$ cat config.mk
export PLATFORM = sky130hd
export DESIGN_NAME = pcl_top
export DESIGN_NICKNAME = d
export VERILOG_FILES = /design/src/include/pcl_pkg.sv /design/src/rtl/pcl_sync.sv /design/src/rtl/pcl_top.sv
export VERILOG_INCLUDE_DIRS = /design/src /design/src/include
export SDC_FILE = /design/constraint.sdc
export NUM_CORES = 1
export LEC_CHECK = 0
export ABC_AREA = 0
export BUFFER_PORTS_ARGS = -buffer_cell sky130_fd_sc_hd__buf_2
export CORE_ASPECT_RATIO = 0.5
export CORE_MARGIN = 3
export CORE_UTILIZATION = 49
export DETAILED_ROUTE_END_ITERATION = 12
export PLACE_DENSITY_LB_ADDON = 0.12
export SLEW_MARGIN = 15
export SYNTH_ARGS = -nofsm -noshare
export SYNTH_HDL_FRONTEND = slang
export SYNTH_SLANG_ARGS = --single-unit
$ cat constraint.sdc
create_clock -name clk -period 4.75 [get_ports clk]
set_input_delay 0 -clock clk [delete_from_list [all_inputs] [get_ports clk]]
set_output_delay 0 -clock clk [all_outputs]
set_load 0.01 [all_outputs]
$ cat src/include/pcl_regs.svh
// Timing counts and encodings for the pulse command and limit block
`ifndef PCL_REGS_SVH
`define PCL_REGS_SVH

// Clock period in ns
`define PCL_CLK_PERIOD_NS    8
// Line-driver pulse ceiling in kpps, and the cycles in one shortest half period
`define PCL_LD_RATE_KPPS     500
`define PCL_LD_MIN_HALF_CYC  ((1000000 / (`PCL_LD_RATE_KPPS * 2)) / `PCL_CLK_PERIOD_NS)
// Open-collector pulse ceiling in kpps
`define PCL_OC_RATE_KPPS     200
// Shortest open-collector half period in cycles, rounded up to stay under the ceiling
`define PCL_OC_MIN_HALF_CYC  (((1000000 / (`PCL_OC_RATE_KPPS * 2)) + `PCL_CLK_PERIOD_NS - 1) / `PCL_CLK_PERIOD_NS)
// Pulse input format codes
`define PCL_FMT_QUAD         2'h0
`define PCL_FMT_CWCCW        2'h1
`define PCL_FMT_STEPDIR      2'h2
`define PCL_FMT_ILLEGAL      2'h3
// Overtravel disable default
`define PCL_OT_DISABLE_RST   1'b1
// Brake on limit: zero engages the dynamic brake
`define PCL_BRAKE_ENGAGE     1'b0
// Ratio select quiet time in ms, a host obligation
`define PCL_RATIO_QUIET_MS   10

`endif

$ cat src/include/pcl_pkg.sv
// Types shared by the pulse command and limit block
package pcl_pkg;
	typedef enum logic [1:0] {
		PCL_FMT_QUAD_E    = 2'h0,
		PCL_FMT_CWCCW_E   = 2'h1,
		PCL_FMT_STEPDIR_E = 2'h2
	} pcl_fmt_t;

	// Raw pin group, all active as seen after the input circuit
	typedef struct packed {
		logic step_input;
		logic sign_input;
		logic ratio_select_n;
		logic speed_select_low_n;
		logic speed_select_high_n;
		logic cw_limit_n;
		logic ccw_limit_n;
	} pcl_pins_t;

	// Decoded count event
	typedef struct packed {
		logic step;
		logic dir_ccw;
	} pcl_count_t;
endpackage

$ cat src/rtl/pcl_sync.sv
// Two-stage synchroniser for a bundle of pin inputs
`timescale 1ns/1ps
`default_nettype none
module pcl_sync
	import pcl_pkg::*;
(
	input  wire logic      clk,    // System clock
	input  wire logic      resetn, // Async reset, active low
	input  wire pcl_pins_t pins_a, // Asynchronous pins
	output var  pcl_pins_t pins_s  // Synchronised pins
);
	typedef struct packed {
		pcl_pins_t meta;
		pcl_pins_t sync;
	} pcl_sync_st_t;

	pcl_sync_st_t st_q;
	pcl_sync_st_t st_d;

	// First stage feeds only the second stage
	always_comb
	begin
		st_d.meta = pins_a;
		st_d.sync = st_q.meta;
	end

	// Limits reset to open so the axis stays safe until pins settle
	always_ff @(posedge clk or negedge resetn)
	begin
		if (!resetn)
			st_q <= '{meta: 7'h7F, sync: 7'h7F};
		else
			st_q <= st_d;
	end

	assign pins_s = st_q.sync;
endmodule // pcl_sync
`default_nettype wire

$ cat src/rtl/pcl_top.sv
// Command pulse decoder, ratio and speed selection, overtravel limits
// Overview of operation
// - Ratio select tied low chooses the second ratio numerator in position control.
// - Internal velocity mode combines two speed selects into a two-bit code.
// - Open clockwise limit with inhibit enabled blocks clockwise torque.
// - Open counter-clockwise limit with inhibit enabled blocks counter-clockwise torque.
// - Overtravel disable set to one ignores both limits; that is the default.
// - Effective limit engages dynamic brake when brake select is zero, the default.
// - Pulses up to 500kpps line driver or 200kpps open collector are accepted.
// - Three pulse formats: quadrature, separate CW/CCW lines, step with direction.
`timescale 1ns/1ps
`default_nettype none
`include "pcl_regs.svh"
module pcl_top
	import pcl_pkg::*;
(
	input  wire logic       clk,                    // 125 MHz system clock
	input  wire logic       resetn,                 // Async reset, active low
	input  wire logic       step_input,             // Pulse or phase A or CW line
	input  wire logic       sign_input,             // Sign or phase B or CCW line
	input  wire logic       ratio_select_n,         // Low selects second numerator in position control
	input  wire logic       speed_select_low_n,     // Internal speed select bit 0, low active
	input  wire logic       speed_select_high_n,    // Internal speed select bit 1, low active
	input  wire logic       cw_limit_n,             // Low while inside clockwise range
	input  wire logic       ccw_limit_n,            // Low while inside ccw range
	input  wire logic       position_mode,          // High in position control
	input  wire logic       internal_velocity_mode, // High in internal velocity control
	input  wire logic [1:0] pulse_input_format,     // Pulse format select
	input  wire logic       overtravel_disable,     // One ignores both limits
	input  wire logic       brake_on_limit_select,  // Zero brakes on an effective limit
	input  wire logic [15:0] ratio_numerator_first, // First ratio numerator
	input  wire logic [15:0] ratio_numerator_second,// Second ratio numerator
	output logic            count_step,             // One-cycle pulse per command count
	output logic            count_dir_ccw,          // Direction of count_step
	output logic [15:0]     ratio_numerator,        // Numerator in use
	output logic            ratio_second_active,    // Second numerator selected
	output logic [1:0]      speed_code,             // Internal speed code 0..3
	output logic            cw_torque_inhibit,      // No torque in clockwise direction
	output logic            ccw_torque_inhibit,     // No torque in ccw direction
	output logic            dynamic_brake_on        // Dynamic brake request
);
	////////////////////////////////////////////////////////////////////////////////
	// Pin synchronisation

	pcl_pins_t pins_a;
	pcl_pins_t pins_s;

	assign pins_a = '{step_input: step_input, sign_input: sign_input,
	                  ratio_select_n: ratio_select_n,
	                  speed_select_low_n: speed_select_low_n,
	                  speed_select_high_n: speed_select_high_n,
	                  cw_limit_n: cw_limit_n, ccw_limit_n: ccw_limit_n};

	// Every pin is synchronised before use
	pcl_sync u_sync (
		.clk    (clk),
		.resetn (resetn),
		.pins_a (pins_a),
		.pins_s (pins_s)
	);

	////////////////////////////////////////////////////////////////////////////////
	// State

	typedef struct packed {
		logic        a_prev;
		logic        b_prev;
		pcl_count_t  cnt;
		logic [15:0] numer;
		logic        ratio2;
		logic [1:0]  speed;
		logic        cw_inh;
		logic        ccw_inh;
		logic        brake;
	} pcl_st_t;

	pcl_st_t st_q;
	pcl_st_t st_d;

	logic a_s;
	logic b_s;
	logic a_rise;
	logic a_fall;
	logic b_rise;
	logic b_fall;
	logic lim_cw;
	logic lim_ccw;

	assign a_s    = pins_s.step_input;
	assign b_s    = pins_s.sign_input;
	assign a_rise = a_s & ~st_q.a_prev;
	assign a_fall = ~a_s & st_q.a_prev;
	assign b_rise = b_s & ~st_q.b_prev;
	assign b_fall = ~b_s & st_q.b_prev;
	// Limit counts only when the inhibit is enabled
	assign lim_cw  = pins_s.cw_limit_n & ~overtravel_disable;
	assign lim_ccw = pins_s.ccw_limit_n & ~overtravel_disable;

	////////////////////////////////////////////////////////////////////////////////
	// Next-state logic

	// Edge decode is one edge per clock; 125 MHz gives 125 cycles per half period at
	// 500kpps, far above the three-cycle pin latency, so both rates are met
	always_comb
	begin
		st_d        = st_q;
		st_d.a_prev = a_s;
		st_d.b_prev = b_s;
		st_d.cnt    = '0;
		unique case (pulse_input_format)
			`PCL_FMT_QUAD:
			begin
				// Full x4 decode; A leading B counts clockwise
				if (a_rise | a_fall | b_rise | b_fall)
				begin
					st_d.cnt.step    = 1'b1;
					st_d.cnt.dir_ccw = (a_rise | a_fall) ? (a_s == b_s) : (a_s != b_s);
				end
			end
			`PCL_FMT_CWCCW:
			begin
				// Direction from which line pulsed; simultaneous edges cancel
				if (a_rise ^ b_rise)
				begin
					st_d.cnt.step    = 1'b1;
					st_d.cnt.dir_ccw = b_rise;
				end
			end
			`PCL_FMT_STEPDIR:
			begin
				// Sign level sampled at the step edge
				if (a_rise)
				begin
					st_d.cnt.step    = 1'b1;
					st_d.cnt.dir_ccw = b_s;
				end
			end
			default:
				st_d.cnt = '0; // Code 3 is illegal: no counting
		endcase
		// Ratio numerator switch in position control
		st_d.ratio2 = position_mode & ~pins_s.ratio_select_n;
		st_d.numer  = st_d.ratio2 ? ratio_numerator_second : ratio_numerator_first;
		// Speed code; low-active pins give bit set when tied to common
		st_d.speed  = internal_velocity_mode ?
		              {~pins_s.speed_select_high_n, ~pins_s.speed_select_low_n} : 2'h0;
		st_d.cw_inh  = lim_cw;
		st_d.ccw_inh = lim_ccw;
		st_d.brake   = (lim_cw | lim_ccw) & (brake_on_limit_select == `PCL_BRAKE_ENGAGE);
	end

	// State register; edge history resets to the idle-high pin level so that
	// release from reset shows no false edge against the synchroniser's ones
	always_ff @(posedge clk or negedge resetn)
	begin
		if (!resetn)
			st_q <= '{a_prev: 1'b1, b_prev: 1'b1, cnt: '0, numer: 16'h0000, ratio2: 1'b0,
			          speed: 2'h0, cw_inh: 1'b0, ccw_inh: 1'b0, brake: 1'b0};
		else
			st_q <= st_d;
	end

	assign count_step          = st_q.cnt.step;
	assign count_dir_ccw       = st_q.cnt.dir_ccw;
	assign ratio_numerator     = st_q.numer;
	assign ratio_second_active = st_q.ratio2;
	assign speed_code          = st_q.speed;
	assign cw_torque_inhibit   = st_q.cw_inh;
	assign ccw_torque_inhibit  = st_q.ccw_inh;
	assign dynamic_brake_on    = st_q.brake;

	////////////////////////////////////////////////////////////////////////////////
	// Assertions

	a_ratio_second_sel: assert property (@(posedge clk) disable iff (!resetn)
		ratio_second_active |-> ratio_numerator == $past(ratio_numerator_second))
		else $error("Second numerator not applied");
	a_speed_code_map: assert property (@(posedge clk) disable iff (!resetn)
		!$past(internal_velocity_mode) |-> speed_code == 2'h0)
		else $error("Speed code outside internal velocity mode");
	a_cw_limit_act: assert property (@(posedge clk) disable iff (!resetn)
		(pins_s.cw_limit_n && !overtravel_disable) |=> cw_torque_inhibit)
		else $error("Clockwise limit not applied");
	a_ccw_limit_act: assert property (@(posedge clk) disable iff (!resetn)
		(pins_s.ccw_limit_n && !overtravel_disable) |=> ccw_torque_inhibit)
		else $error("Counter-clockwise limit not applied");
	a_limits_ignored: assert property (@(posedge clk) disable iff (!resetn)
		overtravel_disable |=> !cw_torque_inhibit && !ccw_torque_inhibit && !dynamic_brake_on)
		else $error("Limits active while disabled");
	a_brake_on_limit: assert property (@(posedge clk) disable iff (!resetn)
		dynamic_brake_on |-> !$past(brake_on_limit_select) && (cw_torque_inhibit || ccw_torque_inhibit))
		else $error("Brake without effective limit");
	a_step_dir_edge: assert property (@(posedge clk) disable iff (!resetn)
		(pulse_input_format == `PCL_FMT_STEPDIR && a_rise) |=> count_step && count_dir_ccw == $past(b_s))
		else $error("Step/direction count wrong");
	a_step_one_cycle: assert property (@(posedge clk) disable iff (!resetn)
		(pulse_input_format == `PCL_FMT_STEPDIR && count_step) |=> !count_step)
		else $error("Step pulse longer than one cycle");
	a_sync_latency: assert property (@(posedge clk) disable iff (!resetn)
		$rose(step_input) ##1 step_input [*2] |-> ##2 pins_s.step_input)
		else $error("Sync latency wrong");
	// A single-stage synchroniser would show the new level one edge too soon
	a_sync_no_early: assert property (@(posedge clk) disable iff (!resetn)
		$rose(step_input) |=> !pins_s.step_input)
		else $error("Pin seen before two stages");
	a_quad_every_edge: assert property (@(posedge clk) disable iff (!resetn)
		(pulse_input_format == `PCL_FMT_QUAD && ($changed(a_s) || $changed(b_s))) |=> count_step)
		else $error("Quadrature edge not counted");
	a_cwccw_line_dir: assert property (@(posedge clk) disable iff (!resetn)
		(pulse_input_format == `PCL_FMT_CWCCW && (a_rise ^ b_rise)) |=>
		count_step && count_dir_ccw == $past(b_rise))
		else $error("CW/CCW line direction wrong");
	a_illegal_fmt_quiet: assert property (@(posedge clk) disable iff (!resetn)
		pulse_input_format == `PCL_FMT_ILLEGAL |=> !count_step)
		else $error("Count in illegal format");

	c_quad_count:  cover property (@(posedge clk) disable iff (!resetn)
		pulse_input_format == `PCL_FMT_QUAD && count_step);
	c_cwccw_ccw:   cover property (@(posedge clk) disable iff (!resetn)
		pulse_input_format == `PCL_FMT_CWCCW && count_step && count_dir_ccw);
	c_brake:       cover property (@(posedge clk) disable iff (!resetn) dynamic_brake_on);
	c_ratio2:      cover property (@(posedge clk) disable iff (!resetn) ratio_second_active);
	c_stepdir_ccw: cover property (@(posedge clk) disable iff (!resetn)
		pulse_input_format == `PCL_FMT_STEPDIR && count_step && count_dir_ccw);
endmodule // pcl_top
`default_nettype wire

* Word-level counts from Yosys, hierarchy flattened
Index checks and enable logic that the tools add are counted.
** Word-level totals
- Register bits :: 40
- Input bits :: 47
- Output and inout bits :: 24
- Word-level logic and storage cells :: 58
** Operators by class
- Equal/unequal tests :: 4
- Multiplexer cells :: 7
- Bitwise gates (word level) :: 22
- Reductions and logical operators :: 1
** Operators with widths (count)
- $mux 16 :: 1
- $not 1->1 :: 9
- $and 1x1->1 :: 8
- $mux 2 :: 4
- $pmux 2 s3 :: 1
- $or 1x1->1 :: 4
- $eq 2x1->1 const B :: 1
- $eq 2x2->1 const B :: 1
- $logic_not 2->1 :: 1
- $eq 1x1->1 :: 1
- $mux 1 :: 1
- $ne 1x1->1 :: 1
- $xor 1x1->1 :: 1

* Depth between registers and ports, before layout
Gate-level depths: netlist of the first run.
- Depth in word-level cells :: 7
- Depth in mapped cells :: 6
- Mapped depth without buffers :: 6

* Hierarchy
A second synthesis of the first run with hierarchy kept.
** Second synthesis, totals
- Cells, all modules :: 100
- Area, all modules :: 1592.8 µm²
** Modules (own cells, without submodules)
- pcl_top :: times used 1, cells each 86, area an instance 1224.9 µm², sequential area each 653.1 µm²
- pcl_sync :: times used 1, cells each 14, area an instance 367.9 µm², sequential area each 367.9 µm²

* Worst setup path before layout of the first run
No wires, ideal clock.
- Path type :: register to register
- Start :: reg st_q[25] (netlist name)
- End :: reg st_q, in the netlist count_dir_ccw
- Setup time :: 0.101 ns
- Arrival :: 1.604 ns
- Required time :: 4.649 ns
- Path slack :: 3.045 ns
- Stages on the path, launching flop included :: 6
- Path buffers :: 0
- Clock period less this slack :: 1.705 ns
- Cell sequence :: dfstp_2 -> inv_1 -> ha_1 -> or3b_1 -> a32o_1 -> o311ai_2
** RTL lines
- from (decl) :: line pcl_top.sv:77 : pcl_st_t st_q;
- from (signal assigned) :: line pcl_top.sv:157 : st_q <= '{a_prev: 1'b1, b_prev: 1'b1, cnt: '0, numer: 16'h0000, ratio2: 1'b0,
- from (signal assigned) :: line pcl_top.sv:160 : st_q <= st_d;

==> results of run 1 <==
## power by group through the flow
stage | logic [µW] | registers (µW) | clock network (µW)
2_1_floorplan | 47.8 | 381 | 0
3_3_place_gp | 76.1 | 379 | 0
3_5_place_dp | 78.5 | 380 | 0
4_1_cts | 112 | 374 | 233
5_1_grt | 125 | 377 | 250
6_report | 116 | 375 | 232
## cells by family (layout without fill, tap and decap cells)
kind of cell	count (synthesis)	in the layout
multiplexers	16	16
XOR/XNOR	1	1
flip-flops	40	40
buffers and inverters	23	128
AND/OR/NAND/NOR	13	13
AO/OA/AOI/OAI	6	6
adder cells (fa/ha/maj)	2	2
## cell type report
class	instances	area, µm²	share of cell area
tap	37	46.3	0.0198
timing repair buffer	117	818	0.349
inverter	3	11.3	0.00481
multi-input combinational	38	355	0.152
sequential	40	1020	0.436
clock buffer	8	90.1	0.0385
## synth_stat cells (all sizes together)
library cell  instances  area (µm²)
or2b                  1        7.51
nand4b                1        8.76
mux2                 16         180
o22ai                 2        12.5
or3b                  1        8.76
a32o                  1        10.0
dfstp                16         420
nand2b                1        6.26
nor2b                 6        37.5
nand2                 1        3.75
o21ba                 2        20.0
nand3                 2        10.0
ha                    2        25.0
buf                  20         145
inv                   3        11.3
xor2                  1        8.76
dfrtp                24         601
o311ai                1        16.3
## layout by cell type (no fill, tap or decap), types with 3 or more instances in the layout
cell	instances
buf_2	70
clkbuf_8	6
dfrtp_1	24
dfstp_2	16
dlygate4sd3_1	46
inv_1	3
mux2_2	16
nor2b_1	6
## routing by layer
layer,routed length (µm),GRT usage
met1,1400,0.218
met2,2070,0.424
met3,271,0.0921
met4,123,0.0852
met5,0,0
## path summary, 6_finish.rpt
check / start / to / slack, ns
min in group asynchronous: resetn / ratio_numerator[14]$_DFF_PN0_ / 0.35
worst min register to register: u_sync.st_d[5]$_DFF_PN1_ / u_sync.pins_s[5]$_DFF_PN1_ / 0.36
max in group asynchronous: resetn / speed_code[0]$_DFF_PN0_ / 3.86
worst max-delay path: st_q[25]$_DFF_PN1_ / count_dir_ccw$_DFF_PN0_ / 2.41
worst min-delay path: position_mode / ratio_second_active$_DFF_PN0_ / 0.11
worst max register to register: st_q[25]$_DFF_PN1_ / count_dir_ccw$_DFF_PN0_ / 2.41
## sequential cells by signal, indices dropped and copies added, names as in the netlist
signal / flops
u_sync.pins_s: 7
cw_torque_inhibit: 1
speed_code: 2
dynamic_brake_on: 1
ratio_second_active: 1
count_step: 1
ccw_torque_inhibit: 1
ratio_numerator: 16
u_sync.st_d: 7
count_dir_ccw: 1
st_q: 2
## metrics by stage
step / util / std cells / total power [µW]
3_5_place_dp: 0.644 / 189 / 459
2_1_floorplan: - / 101 / 429
4_1_cts: 0.842 / 243 / 720
5_1_grt: 0.842 / 243 / 752
6_report: 0.842 / 243 / 723
3_3_place_gp: 0.644 / 189 / 455
==> qor_table.md, run 1 <==
| Metric | Value | Unit |
|:---|:---|:---|
| Buf+Inv Stages, Crit Path | 2 | - |
| DRC violation count after routing | 0 | - |
| Crit-path slowest cell | dlygate4sd3_1 | - |
| R2R depth | 6 | - |
| Die boundary width | 85.1 | µm |
| Part of the power in registers | 0.519 | - |
| Xor-xnor portion of the synthesized cell area | 0.00571 | - |
| Initial DRC count | 32 | - |
| H-tree depth | 2 | - |
| Tightest Hold Check Type | input pin to flop | - |
| Count of input and output buffers | 70 | - |
| # rows | 13 | - |
| Power density over the cells | 309 | mW/mm² |
| Number of detailed-route iterations in the first pass | 4 | - |
| Number of global-route vias before repair | 1213 | - |
| Final setup violation count | 0 | - |
| Leakage power figure | 0.00112 | µW |
| Critical-path cell list | inv_1, ha_1, or3b_1, a32o_1, o311ai_2, dlygate4sd3_1 | - |
| Hold depth | 2 | - |
| Internal power contribution | 556 | µW |
| Total global-route track usage | 0.220 | - |
| Layout cell share with drive strength beyond 1 | 0.544 | - |
| Number of max-slew violations in the final report | 0 | - |
| Final cycle utilization of the critical path | 0.492 | - |
| Synthesized Nets | 150 | - |
| P&R area growth vs syn | 52.8 | % |
| Crit Path Category | flop to flop | - |
| Clock tree from TritonCTS | built | - |
| Smallest hold slack | 0.108 | ns |
| Category of the worst setup path launch point | flop | - |
| Number of CTS-inserted buffers | 5 | - |
| RD Place Congestion | 0.797 | - |
| Combinational group share of total power | 0.160 | - |
| Synth Instances | 101 | - |
| Placed wire-length estimate after detailed placement | 1990 | µm |
| Adder-cell area share of the yosys netlist | 0.0163 | - |
| Clock transition at the registers of the reported paths | 0.08 | ns |
| Layout Cell Area excl Fill | 0.00234 | mm² |
| Cell area after technology mapping | 0.00153 | mm² |
| Number of distinct library cell variants in the gate-level netlist after synthesis | 19 | - |
| Initial antenna violation count | 0 | - |
| Min Clock Period, post-route | 2.34 | ns |
| Clock network fraction of design power | 0.321 | - |
| Main combinational cell family by area after synthesis | multiplexers | - |
| Root Buffer | clkbuf_8 | - |
| Achievable Freq | 0.428 | GHz |
| Synth Area in Compound Gates | 0.0384 | - |
| Data arrival time of the worst path | 2.57 | ns |
| First-pass GRT wire length | 6010 | µm |
| Final setup skew | 0.0100 | ns |
| RSZ-0062 raised after global routing | no | - |
| Detailed-route via count | 1135 | - |
| CP Data Required Time | 4.98 | ns |
| Number of register bits inferred by synthesis | 40 | - |
| Setup tns final | 0 | ns |
| Sequential cell area fraction in the yosys report | 0.666 | - |
| Hold violation total from the final report | 0 | - |
| Max-cap viol count | 0 | - |
| Initial Utilization | 0.551 | - |
| Number of buffers added for setup after CTS | 0 | - |
| Largest delay share family, worst path | buffers and inverters | - |
| Post-Place Cell Area | 0.00179 | mm² |
| Logic depth of the worst path, buffers included | 6 | - |
| Proportion of synthesized area in mux cells | 0.118 | - |
| Maximum root-to-sink buffer count | 2 | - |
| Average via count per standard cell | 4.67 | - |
| Simple-gate portion of the synthesized area | 0.0539 | - |
| Total Die Area | 0.00388 | mm² |
| Final layout net count | 254 | - |
| # hold bufs at CTS | 46 | - |
| Sw Pwr | 167 | µW |
| Worst-margin pin slew | 0.838 | ns |
| Antenna fix cells | 0 | - |
| Post-CTS resize count | 0 | - |
| Switching share of power | 0.231 | - |
| Synthesis Warnings | 0 | - |
| Worst setup slack before clock tree synthesis | 2.96 | ns |
| Final Worst Setup Slack | 2.41 | ns |
| Worst relative slew slack | 0.442 | - |
| Count of filler cells inserted in the layout | 140 | - |
| Clock Latency Late Sink | 0.30 | ns |
| Remaining Overflow, GRT | 0 | - |
| Worst Path Max Fanout | 5 | - |
| Syn avg cell area | 15.2 | µm² |
| Clock sink count | 40 | - |
| WL/cell | 15.9 | µm |
| Critical Path End Type | flop | - |
| Antenna violation net count after detailed routing | 0 | - |
| Placeable core region | 0.00278 | mm² |
| Worst ir drop on vdd | 0.227 | mV |
| Largest net degree at the start of global routing | 41 | - |
| Number of primary I/O pins | 71 | - |
| Total Routed Length | 3870 | µm |
| Run status | finished, final reports clean | - |
| Die Span Y | 45.5 | µm |
| Delay of the slowest cell on the worst path | 0.57 | ns |
(Power assumes the default switching activity.)
==> run 2, diff against run 1 <==
--- a/config.mk
+++ b/config.mk
@@ -10,7 +10,7 @@
 export BUFFER_PORTS_ARGS = -buffer_cell sky130_fd_sc_hd__buf_2
 export CORE_ASPECT_RATIO = 0.5
 export CORE_MARGIN = 3
-export CORE_UTILIZATION = 49
+export CORE_UTILIZATION = 41
 export DETAILED_ROUTE_END_ITERATION = 12
 export PLACE_DENSITY_LB_ADDON = 0.12
 export SLEW_MARGIN = 15
==> constraint.sdc (replaced) <==
create_clock -name clk -period 2.05 [get_ports clk]
set_input_delay 0 -clock clk [delete_from_list [all_inputs] [get_ports clk]]
set_output_delay 0 -clock clk [all_outputs]
set_load 0.01 [all_outputs]
==> run 2 against run 1 <==
  * Register-to-register slack worse by 2.2 ns
  * Wire length decreased by 20%
  * Total power rose by 130%
  * Clock skew fell by 0.0076 ns
  * Largest power group unchanged
  * Core utilization is 12 points lower
  * Design area rose by 0.80%
  * Sequential share of layout area decreased by 0.35 points
  * Count of clock-buffer cells in the layout fell by 2
==> qor_table.md, run 2 (synthesis gave the netlist of run 1 again) <==
| Metric | Value | Unit |
|:---|:---|:---|
| Initial Utilization | 0.468 | - |
| Initial antenna violation count | 0 | - |
| Die Span Y | 49.2 | µm |
| Number of buffers added for setup after CTS | 0 | - |
| Worst relative slew slack | 0.443 | - |
| Switching share of power | 0.229 | - |
| Internal power contribution | 1280 | µW |
| Reg-to-reg slack, setup | 0.26 | ns |
| Final setup skew | 0.00244 | ns |
| Category of the worst setup path launch point | flop | - |
| Number of CTS-inserted buffers | 5 | - |
| Root Buffer | clkbuf_8 | - |
| Setup tns final | 0 | ns |
| Critical Path End Type | flop | - |
| Detailed-route via count | 1085 | - |
| Smallest hold slack | 0.161 | ns |
| Number of max-slew violations in the final report | 0 | - |
| Crit Path Category | flop to flop | - |
| Placeable core region | 0.00328 | mm² |
| Worst ir drop on vdd | 0.339 | mV |
| Maximum root-to-sink buffer count | 2 | - |
| Die boundary width | 92.5 | µm |
| Worst Path Max Fanout | 5 | - |
| Clock sink count | 40 | - |
| Clock Latency Late Sink | 0.28 | ns |
| Worst-margin pin slew | 0.836 | ns |
| Leakage power figure | 0.00112 | µW |
| Count of input and output buffers | 70 | - |
| Combinational group share of total power | 0.155 | - |
| Clock network fraction of design power | 0.325 | - |
| Clock transition at the registers of the reported paths | 0.08 | ns |
| Max-cap viol count | 0 | - |
| Run status | finished, final reports clean | - |
| Sw Pwr | 381 | µW |
| Max FFs per register | 16 | - |
| Antenna violation net count after detailed routing | 0 | - |
| Final setup violation count | 0 | - |
| # rows | 14 | - |
| Remaining Overflow, GRT | 0 | - |
| RD Place Congestion | 0.760 | - |
| H-tree depth | 2 | - |
| Initial DRC count | 8 | - |
| Total global-route track usage | 0.148 | - |
| Achievable Freq | 0.558 | GHz |
| WL/cell | 12.2 | µm |
| Final layout net count | 254 | - |
| Average via count per standard cell | 4.27 | - |
| Placed wire-length estimate after detailed placement | 1900 | µm |
| Power density over the cells | 705 | mW/mm² |
| CP Data Required Time | 2.24 | ns |
| DRC violation count after routing | 0 | - |
| Number of global-route vias before repair | 1214 | - |
| First-pass GRT wire length | 5200 | µm |
| Antenna fix cells | 0 | - |
| Total Die Area | 0.00455 | mm² |
| Largest net degree at the start of global routing | 41 | - |
| Most frequent cells in the layout | 70 x buf_2, 45 x dlygate4sd3_1, 24 x dfrtp_1 | - |
| Final cycle utilization of the critical path | 0.875 | - |
| Count of filler cells inserted in the layout | 234 | - |
| Clock tree from TritonCTS | built | - |
| Part of the power in registers | 0.520 | - |
| Total Routed Length | 3100 | µm |
| RSZ-0062 raised after global routing | no | - |
| Min Clock Period, post-route | 1.79 | ns |
| P&R area growth vs syn | 54.0 | % |
| Layout cell share with drive strength beyond 1 | 0.558 | - |
| Number of detailed-route iterations in the first pass | 2 | - |
| Number of primary I/O pins | 71 | - |
| Hold violation total from the final report | 0 | - |
| Tightest Hold Check Type | input pin to flop | - |
| Commonest non-fill, non-tap cell in the layout | buf_2 | - |
| Data arrival time of the worst path | 1.99 | ns |
[run 2: worst max-delay path, cell delays in order (launching register included)]
cell,delay [ns]
dfstp_2,0.53
inv_1,0.04
ha_1,0.32
or3b_1,0.35
a32o_1,0.27
o311ai_2,0.20
[run 2: per-layer routing]
metal	routed length [µm]	track usage	vias up
li1	-	-	523
met1	1180	0.152	531
met2	1710	0.280	31
met3	214	0.0647	0
met4	0	0.0296	0
met5	0	0	-
[run 2: layout make-up]
| class | instances | area, µm² | share of cell area |
|---|---|---|---|
| sequential | 40 | 1020 | 0.432 |
| timing repair buffer | 117 | 816 | 0.346 |
| clock buffer | 6 | 82.6 | 0.0350 |
| inverter | 3 | 11.3 | 0.00477 |
| tap | 48 | 60.1 | 0.0254 |
| multi-input combinational | 38 | 355 | 0.151 |
| clock inverter | 2 | 15.0 | 0.00636 |
[run 2: final timing paths]
path                                     startpoint                       endpoint  cells past startpoint
min                                   position_mode  ratio_second_active$_DFF_PN0_                      3
max                              st_q[25]$_DFF_PN1_        count_dir_ccw$_DFF_PN0_                      5
max reg2reg                      st_q[25]$_DFF_PN1_        count_dir_ccw$_DFF_PN0_                      5
min reg2reg                u_sync.st_d[2]$_DFF_PN1_     u_sync.pins_s[2]$_DFF_PN1_                      0
max in group asynchronous                    resetn           count_step$_DFF_PN0_                      2
min in group asynchronous                    resetn  ratio_numerator[14]$_DFF_PN0_                      2
[run 2: power by group through the flow]
| stage | sequential [µW] | clock [µW] | combinational, µW |
|---|---|---|---|
| floorplan | 882 | 0 | 111 |
| global placement | 878 | 0 | 178 |
| detailed placement | 880 | 0 | 182 |
| CTS | 866 | 562 | 258 |
| global route | 871 | 601 | 284 |
| finish | 866 | 541 | 258 |
[run 2: what timing repair did]
action	4_1_cts	5_1_grt
hold buffers	45	0
gates resized for setup	0	0
endpoints found under the hold margin	54	0
[run 2: stage by stage]
stage               instance area [µm²]  utilization  worst slack (ns)  instances  power (µW)
floorplan                          1530            -             0.345        101         993
global placement                   1810        0.553             0.312        201        1060
detailed placement                 1810        0.553             0.265        201        1060
CTS                                2360        0.721             0.248        254        1690
global route                       2360        0.721             0.169        254        1760
finish                             2360        0.721             0.257        254        1670
